$ cat src/shared/omt_defines.vh
// Constants for the offline motor tuning sequencer: register offsets,
// field positions, status codes and timing figures.
// Assumes inclusion by bare name from the design files.
`ifndef OMT_DEFINES_VH
`define OMT_DEFINES_VH
// ****************************************************************
// Register offsets (byte addresses)
// ****************************************************************
`define OMT_REG_CTRL      12'h000
`define OMT_REG_CONFIG    12'h004
`define OMT_REG_STATUS    12'h008
`define OMT_REG_MEAS_IN   12'h00C
`define OMT_REG_CONST0    12'h010
`define OMT_REG_MONITOR   12'h030
// ****************************************************************
// Field positions and values
// ****************************************************************
`define OMT_SENTINEL      16'h270F
`define OMT_MODE_NONE     8'h00
`define OMT_MODE_ALL      8'h01
`define OMT_MODE_R1       8'h0B
`define OMT_ST_RUN_ALL    8'h02
`define OMT_ST_RUN_R1     8'h0C
`define OMT_ST_DONE_ALL   8'h03
`define OMT_ST_DONE_R1    8'h0D
`define OMT_ERR_FORCED    8'h08
`define OMT_ERR_TRIP      8'h09
`define OMT_ERR_STALL     8'h5B
`define OMT_ERR_DCBUS     8'h5C
`define OMT_ERR_CALC      8'h5D
`define OMT_CTRL_VECTOR   0
`define OMT_CTRL_DR_RESET 1
`define OMT_NUM_CONST     7
// ****************************************************************
// Timing
// ****************************************************************
`define OMT_CLK_MHZ       125
`define OMT_T_ALL_S       25
`define OMT_T_R1_S        9
`define OMT_CYC_ALL       (`OMT_T_ALL_S * `OMT_CLK_MHZ * 1000000)
`define OMT_CYC_R1        (`OMT_T_R1_S * `OMT_CLK_MHZ * 1000000)
`endif

$ cat src/core/omt_sequencer.v
// Offline motor tuning sequencer: start, abort, status codes, progress
// output and retention of the measured motor constants, with APB access.
// Assumes start/stop inputs already synchronous to pclk and debounced.
//
// Overview of operation
// - Tune only with capacity and pole count not 9999 and vector control chosen.
// - Mode 1 measures all constants without rotation, about 25 to 75 s.
// - Mode 11 measures primary resistance only, about 9 s.
// - Start on run key, direction key, or forward/reverse start input rising; the code has no direction key input.
// - Abort on output stop, reset input, stop key or start released.
// - While tuning only listed inputs act; only run, monitor, fault and tuning_active outputs driven.
// - Progress shown in eight steps on monitor when it selects speed/frequency.
// - Running output asserts as soon as tuning starts.
// - Status goes 1/11 to 2/12 while tuning, then 3/13 on normal end.
// - Set frequency monitor reads zero while tuning.
// - Stop or start release after end clears state; new run refused before.
// - Changing mode after 3/13 marks stored tuning data invalid.
// - Error end leaves constants unset; drive reset needed before retuning.
// - Error codes 8, 9, 91, 92, 93 by cause.
// - Stop key or start release abort stores no constants.
// - Measured constants kept until another tuning run completes.
// - Power loss during tuning gives error; then normal operation resumes.
// - Tuning also allowed under V/F via the control switch input.
// - Mode 0 performs no tuning.
//
// The register addresses and the APB interface to the registers were chosen for this implementation.
`timescale 1ns/1ps
`include "omt_defines.vh"
`default_nettype none
module omt_sequencer #(
   parameter [31:0] CYC_ALL = `OMT_CYC_ALL,
   parameter [31:0] CYC_R1  = `OMT_CYC_R1
) (
   // Clock and reset.
   input  wire        pclk,
   input  wire        presetn,
   // APB slave.
   input  wire        psel,
   input  wire        penable,
   input  wire        pwrite,
   input  wire [11:0] paddr,
   input  wire [31:0] pwdata,
   output reg  [31:0] prdata,
   output reg         pready,
   output reg         pslverr,
   // Operator and terminal inputs.
   input  wire        run_key,
   input  wire        stop_key,
   input  wire        forward_start_input,
   input  wire        reverse_start_input,
   input  wire        output_stop_input,
   input  wire        reset_input,
   input  wire        vf_switch_input,
   input  wire        power_loss,
   // Measurement engine events.
   input  wire        meas_stall,
   input  wire        meas_dcbus,
   input  wire        meas_calc_err,
   input  wire        prot_trip,
   // Outputs.
   output reg         running_output,
   output reg  [2:0]  analogue_monitor_output,
   output reg         fault_relay,
   output reg         normal_run,
   output reg         tuning_active
);
   // ****************************************************************
   // States
   // ****************************************************************
   localparam [1:0] ST_IDLE = 2'd0;
   localparam [1:0] ST_TUNE = 2'd1;
   localparam [1:0] ST_DONE = 2'd2;
   localparam [1:0] ST_ERR  = 2'd3;

   // ****************************************************************
   // Registers
   // ****************************************************************
   reg  [1:0]  state;
   reg  [7:0]  tuning_mode_and_status;
   reg  [15:0] motor_capacity_setting;
   reg  [15:0] motor_pole_count;
   reg         vector_sel;
   reg         monitor_sel_speed;
   reg         drive_reset_done;
   reg         data_valid;
   reg         power_err;
   reg         mode_was_all;
   reg         start_was_terminal;
   reg  [31:0] tick;
   reg  [15:0] meas_in;
   reg  [15:0] consts [0:`OMT_NUM_CONST-1];
   reg         fwd_d;
   reg         rev_d;
   reg         run_d;
   reg  [15:0] set_freq;

   wire acc   = psel & penable;
   wire wr    = acc & pwrite;
   wire start_edge = (forward_start_input & ~fwd_d) | (reverse_start_input & ~rev_d)
                   | (run_key & ~run_d);
   wire start_held = forward_start_input | reverse_start_input;
   // Tuning allowed only with set constants and a vector method, or V/F switch.
   wire allowed = (motor_capacity_setting != `OMT_SENTINEL)
                & (motor_pole_count != `OMT_SENTINEL)
                & (vector_sel | vf_switch_input);
   wire mode_ok = (tuning_mode_and_status == `OMT_MODE_ALL)
                | (tuning_mode_and_status == `OMT_MODE_R1);
   wire [31:0] limit = mode_was_all ? CYC_ALL : CYC_R1;
   wire forced_end = stop_key | (start_was_terminal & ~start_held);
   wire ack = stop_key | (start_was_terminal & ~start_held);
   wire mode_wr = wr & (paddr == `OMT_REG_CONFIG);
   // Eighths of the run elapsed; tick stays below limit while tuning, so it fits 3 bits.
   wire [34:0] progress = {tick, 3'b000} / {3'b000, limit};

   // ****************************************************************
   // Sequencer
   // ****************************************************************
   // Only output stop, reset, start inputs, stop key, trip, power loss and measurement faults are looked at while tuning;
   // the second-function select is simply not an input here, which is safer.
   always @(posedge pclk or negedge presetn) begin
      if (!presetn) begin
         state                  <= ST_IDLE;
         tuning_mode_and_status <= `OMT_MODE_NONE;
         tick                   <= 32'h00000000;
         mode_was_all           <= 1'b0;
         start_was_terminal     <= 1'b0;
         data_valid             <= 1'b0;
         power_err              <= 1'b0;
         drive_reset_done       <= 1'b1;
      end else begin
         case (state)
            ST_IDLE: begin
               tick <= 32'h00000000;
               if (mode_wr) begin
                  tuning_mode_and_status <= pwdata[7:0];
               end
               if (start_edge & allowed & mode_ok & drive_reset_done & ~power_loss) begin
                  state              <= ST_TUNE;
                  mode_was_all       <= (tuning_mode_and_status == `OMT_MODE_ALL);
                  start_was_terminal <= forward_start_input | reverse_start_input;
                  tuning_mode_and_status <= (tuning_mode_and_status == `OMT_MODE_ALL) ?
                                            `OMT_ST_RUN_ALL : `OMT_ST_RUN_R1;
               end
            end
            ST_TUNE: begin
               tick <= tick + 32'h00000001;
               // Priority: reset-type inputs and forced ends, then trips or power loss, then stall, DC bus, calculation faults.
               if (output_stop_input | reset_input | forced_end) begin
                  state <= ST_ERR;
                  tuning_mode_and_status <= `OMT_ERR_FORCED;
               end else if (prot_trip | power_loss) begin
                  state <= ST_ERR;
                  tuning_mode_and_status <= `OMT_ERR_TRIP;
                  power_err <= power_loss;
               end else if (meas_stall) begin
                  state <= ST_ERR;
                  tuning_mode_and_status <= `OMT_ERR_STALL;
               end else if (meas_dcbus) begin
                  state <= ST_ERR;
                  tuning_mode_and_status <= `OMT_ERR_DCBUS;
               end else if (meas_calc_err) begin
                  state <= ST_ERR;
                  tuning_mode_and_status <= `OMT_ERR_CALC;
               end else if (tick + 32'h00000001 >= limit) begin
                  state      <= ST_DONE;
                  data_valid <= 1'b1;
                  tuning_mode_and_status <= mode_was_all ?
                                            `OMT_ST_DONE_ALL : `OMT_ST_DONE_R1;
               end
            end
            ST_DONE: begin
               // Status stays at completion until acknowledged or a new mode is written.
               if (ack) begin
                  state <= ST_IDLE;
                  tuning_mode_and_status <= mode_was_all ? `OMT_MODE_ALL : `OMT_MODE_R1;
               end
               if (mode_wr) begin
                  data_valid <= 1'b0;
                  tuning_mode_and_status <= pwdata[7:0];
                  state <= ST_IDLE;
               end
            end
            ST_ERR: begin
               drive_reset_done <= 1'b0;
               // A supply error clears itself once power is back, so a held start
               // can run the motor normally.
               if (ack | reset_input | (power_err & ~power_loss)) begin
                  state     <= ST_IDLE;
                  power_err <= 1'b0;
               end
            end
            default: state <= ST_IDLE;
         endcase
         // A drive reset, by pin or control bit, re-arms tuning after an error.
         if (reset_input | (wr & (paddr == `OMT_REG_CTRL) & pwdata[`OMT_CTRL_DR_RESET])) begin
            drive_reset_done <= 1'b1;
         end
      end
   end

   // ****************************************************************
   // Constant store
   // ****************************************************************
   // Each constant slot takes the engine result plus its index only at a normal end; mode 11 writes slot 0 only.
   genvar gi;
   generate
      for (gi = 0; gi < `OMT_NUM_CONST; gi = gi + 1) begin : g_const
         localparam [15:0] SLOT = gi;
         always @(posedge pclk or negedge presetn) begin
            if (!presetn) begin
               consts[gi] <= `OMT_SENTINEL;
            end else if (state == ST_TUNE && tick + 32'h00000001 >= limit
                         && !(output_stop_input | reset_input | forced_end | prot_trip
                              | power_loss | meas_stall | meas_dcbus | meas_calc_err)
                         && (mode_was_all || gi == 0)) begin
               consts[gi] <= meas_in + SLOT;
            end
         end
      end
   endgenerate

   // ****************************************************************
   // Configuration and edge registers
   // ****************************************************************
   always @(posedge pclk or negedge presetn) begin
      if (!presetn) begin
         motor_capacity_setting <= `OMT_SENTINEL;
         motor_pole_count       <= `OMT_SENTINEL;
         vector_sel             <= 1'b0;
         monitor_sel_speed      <= 1'b0;
         meas_in                <= 16'h0000;
         set_freq               <= 16'h0000;
         fwd_d                  <= 1'b0;
         rev_d                  <= 1'b0;
         run_d                  <= 1'b0;
      end else begin
         fwd_d <= forward_start_input;
         rev_d <= reverse_start_input;
         run_d <= run_key;
         if (wr && paddr == `OMT_REG_CTRL) begin
            vector_sel        <= pwdata[`OMT_CTRL_VECTOR];
            monitor_sel_speed <= pwdata[2];
         end
         if (wr && paddr == `OMT_REG_STATUS && state != ST_TUNE) begin
            motor_capacity_setting <= pwdata[15:0];
            motor_pole_count       <= pwdata[31:16];
         end
         if (wr && paddr == `OMT_REG_MEAS_IN) begin
            meas_in  <= pwdata[15:0];
            set_freq <= pwdata[31:16];
         end
      end
   end

   // ****************************************************************
   // Outputs and APB read
   // ****************************************************************
   always @(posedge pclk or negedge presetn) begin
      if (!presetn) begin
         running_output          <= 1'b0;
         analogue_monitor_output <= 3'h0;
         fault_relay             <= 1'b0;
         normal_run              <= 1'b0;
         tuning_active           <= 1'b0;
         prdata                  <= 32'h00000000;
         pready                  <= 1'b0;
         pslverr                 <= 1'b0;
      end else begin
         running_output <= (state == ST_TUNE) | (state == ST_IDLE & ~power_loss
                           & start_held & ~mode_ok);
         normal_run     <= (state == ST_IDLE) & start_held & ~mode_ok & ~power_loss;
         tuning_active  <= (state == ST_TUNE);
         fault_relay    <= (state == ST_ERR) &
                           (tuning_mode_and_status == `OMT_ERR_TRIP);
         // Progress in eighths of the expected time.
         analogue_monitor_output <= (state == ST_TUNE && monitor_sel_speed) ?
                                    progress[2:0] :
                                    3'h0;
         pready  <= psel & ~penable;
         pslverr <= psel & ~penable & (paddr > `OMT_REG_MONITOR | paddr[1:0] != 2'b00);
         if (psel & ~penable & ~pwrite) begin
            case (paddr)
               `OMT_REG_CTRL:    prdata <= {29'h0, monitor_sel_speed, ~drive_reset_done,
                                            vector_sel};
               `OMT_REG_CONFIG:  prdata <= {22'h0, data_valid, state == ST_TUNE,
                                            tuning_mode_and_status};
               `OMT_REG_STATUS:  prdata <= {motor_pole_count, motor_capacity_setting};
               `OMT_REG_MEAS_IN: prdata <= {set_freq, meas_in};
               `OMT_REG_MONITOR: prdata <= {16'h0, (state == ST_TUNE) ?
                                            16'h0000 : set_freq};
               default: begin
                  if (paddr >= `OMT_REG_CONST0 && paddr < `OMT_REG_CONST0 + 12'h01C) begin
                     prdata <= {16'h0, consts[paddr[4:2] - 3'd4]};
                  end else begin
                     prdata <= 32'h00000000;
                  end
               end
            endcase
         end
      end
   end
endmodule
`default_nettype wire

$ cat config.mk
export PLATFORM = sky130hd
export DESIGN_NAME = omt_sequencer
export DESIGN_NICKNAME = d
export VERILOG_FILES = /design/src/core/omt_sequencer.v
export VERILOG_INCLUDE_DIRS = /design/src /design/src/shared
export SDC_FILE = /design/constraint.sdc
export NUM_CORES = 1
export LEC_CHECK = 0
export ABC_AREA = 1
export ABC_CLOCK_PERIOD_IN_PS = 13300
export BUFFER_PORTS_ARGS = -buffer_cell sky130_fd_sc_hd__buf_2
export CORE_ASPECT_RATIO = 1.1
export CORE_MARGIN = 2
export CORE_UTILIZATION = 40
export DETAILED_ROUTE_END_ITERATION = 12
export GPL_TIMING_DRIVEN = 0
export SLEW_MARGIN = 0
export SYNTH_ARGS = -nofsm -noshare
export SYNTH_HDL_FRONTEND = slang
export SYNTH_SLANG_ARGS = --single-unit
$ cat constraint.sdc
create_clock -name pclk -period 13.3 [get_ports pclk]
set_clock_uncertainty 0.05 [all_clocks]
set_input_delay 2.66 -clock pclk [delete_from_list [all_inputs] [get_ports pclk]]
set_output_delay 2.66 -clock pclk [all_outputs]
set_load 0.01 [all_outputs]
==> impl_metrics.py <==
metrics = {
    "sta": {
        "period_share_pct": 94.1,
        "setup_violations": 0,
        "finalCriticalPeriod_ps": 12520,
        "finalSetupTns_ps": 0,
        "finalHoldViolations": 0,
        "tightest_slew_ps": 1110,
        "slew_violations": 0,
        "slew_headroom_pct": 25.7,
        "fmax_mhz": 79.9,
    },
    "logic_synthesis": {
        "synth-simple-area-share_pct": 31.8,
        "muxShareOfSynthArea_pct": 1.09,
        "synth-adder-area-share_pct": 5.66,
        "synth_top_family_by_area": "simple AND/OR/NAND/NOR gates",
        "synth_compound_area_share_pct": 14.9,
        "yosysWarnings": 0,
        "synthTopCellsByArea": "dfrtp_1 (21%), nand2_1 (15%), inv_1 (8.6%)",
        "async_flop_share_pct": 100,
        "synth.cell_area_sq_mm": 0.0230,
        "synth_common_cells": "nand2_1 (920), inv_1 (526), nor2_1 (311), o21ai_0 (276), nand3_1 (243)",
        "syn_inst": 3521,
        "synth_xor_area_share_pct": 6.02,
        "synth_top_cell_area_share_pct": 21.3,
        "synth_fp_nets": 3686,
        "ys_seq_area_share_pct": 29.0,
        "yosys.area.top_type": "dfrtp_1",
        "synth_cell_type_count": 61,
        "syn_area_per_cell_sq_um": 6.53,
        "synth_ff_type": "dfrtp_1",
        "ys_ff_latch": 263,
        "synth_edf_count": 0,
        "yosysMostFrequentCell": "nand2_1",
    },
    "power": {
        "p_per_area_mw_per_mm2": 90.4,
        "ir_drop_v": 0.000152,
        "finalPower_mw": 2.34,
        "p_leak_nw": 13.0,
    },
    "status": {
        "outcome": "finished, final reports clean",
    },
    "floorplan": {
        "core_area_sq_mm": 0.0571,
        "num_rows": 92,
        "dieArea_sq_mm": 0.0594,
        "die_h_um": 255,
        "start_util_pct": 40.3,
        "die_width_um": 233,
        "io_pins": 102,
    },
    "layout": {
        "drive_above_1_share_pct": 11.6,
        "fin_util_pct": 45.3,
        "syn_to_final_growth_pct": 12.6,
        "nets": 3831,
        "design_area_sq_mm": 0.0259,
    },
    "clocking": {
        "root_buffer": "clkbuf_16",
        "cts_htree_levels": 1,
        "cts_buffers": 26,
        "max-clock-path-buffers": 3,
        "cts_tree": "built",
        "clock_sinks": 263,
        "clk_pin_slew_worst_paths_ps": 70,
        "cts_hold_buf": 0,
        "clk_latency_ps": 550,
    },
    "worst_setup_path": {
        "path_max_fanout": 35,
        "critPathKind": "reg2reg",
        "cpMostUsedCell": "nand2_1",
        "worstPathArrival_ps": 12940,
        "endpoint_kind": "flip-flop",
        "startpoint_type": "flip-flop",
        "crit_required_ps": 13720,
        "critical_path.slowest_cell": "dfrtp_4",
        "cpPeakStageDelay_ps": 430,
    },
    "drt": {
        "ant_nets": 0,
        "via_per_inst": 5.36,
        "wl_per_cell_um": 18.3,
        "routed-via-count": 23820,
        "drc_errors": 0,
        "wl_um": 81300,
        "drt_iter0_drc": 1879,
        "firstDrtPassIters": 6,
    },
    "global_routing": {
        "grt_pass1_wl_um": 127000,
        "antenna_found_initial": 2,
        "grt.overflow.total": 0,
        "track_usage_pct": 26.9,
        "grt_pass1_vias": 22990,
        "grt_max_degree": 96,
    },
    "place": {
        "place_area_sq_mm": 0.0245,
        "hpwl_um": 63200,
        "globalplace.congestion": 0.979,
        "io_buffers": 100,
    },
    "min_path": {
        "min_path_type": "reg2reg",
    },
    "flow_run": {
        "maxCapViolCount": 0,
    },
}
## cell usage in the layout, fill, tap and decap left out, types with 42 or more instances in the layout
master / count
dfrtp_1: 195
inv_1: 525
nand2_1: 920
dfstp_2: 67
o21ai_0: 265
buf_2: 112
a21oi_1: 111
nand3_1: 240
nor3_1: 42
clkbuf_1: 71
nand4_1: 60
xor2_1: 141
o22ai_1: 75
ha_1: 91
nor2_1: 302
## through the flow
step | instances | hold slack [ps] | worst slack, ps
after global routing | 4440 | 433 | -82.9
final | 4440 | 415 | 784
after floorplan | 3521 | 394 | 492
after global placement | 4373 | 403 | -6200
after detailed placement | 4376 | 408 | -2130
after CTS | 4427 | 415 | 2.09
## cell families after synthesis
group,after synthesis
flip-flops,263
AO/OA/AOI/OAI,591
adder cells (fa/ha/maj),104
AND/OR/NAND/NOR,1700
XOR/XNOR,158
multiplexers,25
buffers and inverters,680
## area by class of cell
type	count	area, sq um
fillers	6190	31200
multi-input cells	2578	14000
flip-flops and latches	263	6670
inverters	569	2170
well taps	752	941
clock buffers	33	748
repair buffers	118	711
plain buffers	109	546
clock inverters	15	139
repair inverters	1	11.3
diodes	2	5.00
## path summary, 6_finish.rpt
check	start	slack [ps]	to	cells after the start
max	mode_was_all$_DFFE_PN0P_	780	analogue_monitor_output[0]$_DFF_PN0_	78
min	consts[77]$_DFFE_PN1P_	420	consts[77]$_DFFE_PN1P_	2
max reg2reg	mode_was_all$_DFFE_PN0P_	780	analogue_monitor_output[0]$_DFF_PN0_	78
min reg2reg	consts[77]$_DFFE_PN1P_	420	consts[77]$_DFFE_PN1P_	2
max in group asynchronous	presetn	9790	mode_was_all$_DFFE_PN0P_	3
min in group asynchronous	presetn	2040	consts[84]$_DFFE_PN0P_	1
## sequential cells by signal (all words and copies together) (netlist names), 2 cells and up
| signal | flops |
|---|---|
| set_freq | 16 |
| meas_in | 16 |
| analogue_monitor_output | 3 |
| motor_capacity_setting | 16 |
| state | 2 |
| tuning_mode_and_status | 8 |
| tick | 32 |
| motor_pole_count | 16 |
| prdata | 32 |
| consts | 106 |
## where the power goes
group	total, mW	switching, mW	internal (mW)
clock network	0.776	0.337	0.439
registers	0.869	0.0306	0.838
logic	0.696	0.482	0.213
total	2.34	0.850	1.49
## repair_timing
action,in CTS,in global routing
setup buffers,4,11
hold endpoints to repair,0,0
pin swaps,3,9
cloned,0,1
endpoints found under the setup margin,2,1
gates resized for setup,19,64
## worst max-delay path: cells and delay by family, from the launching register on
kind / cells / cell delay [ps]
and+or+nand+nor: 40 / 4680
buffers and inverters: 16 / 2250
xor gates and xnor gates: 4 / 880
adders and majority gates: 6 / 1980
DFF: 1 / 430
AOI/OAI and AO/OA: 12 / 2080
## layer usage
| layer | vias to the layer above | track usage [%] | wire, um |
|---|---|---|---|
| met1 | 11166 | 35.5 | 35100 |
| li1 | 11712 | - | - |
| met5 | - | 0 | 0 |
| met3 | 160 | 1.80 | 4410 |
| met2 | 782 | 46.2 | 38700 |
| met4 | 0 | 9.52 | 3110 |
No activity file was read; power rests on OpenSTA's default activity.
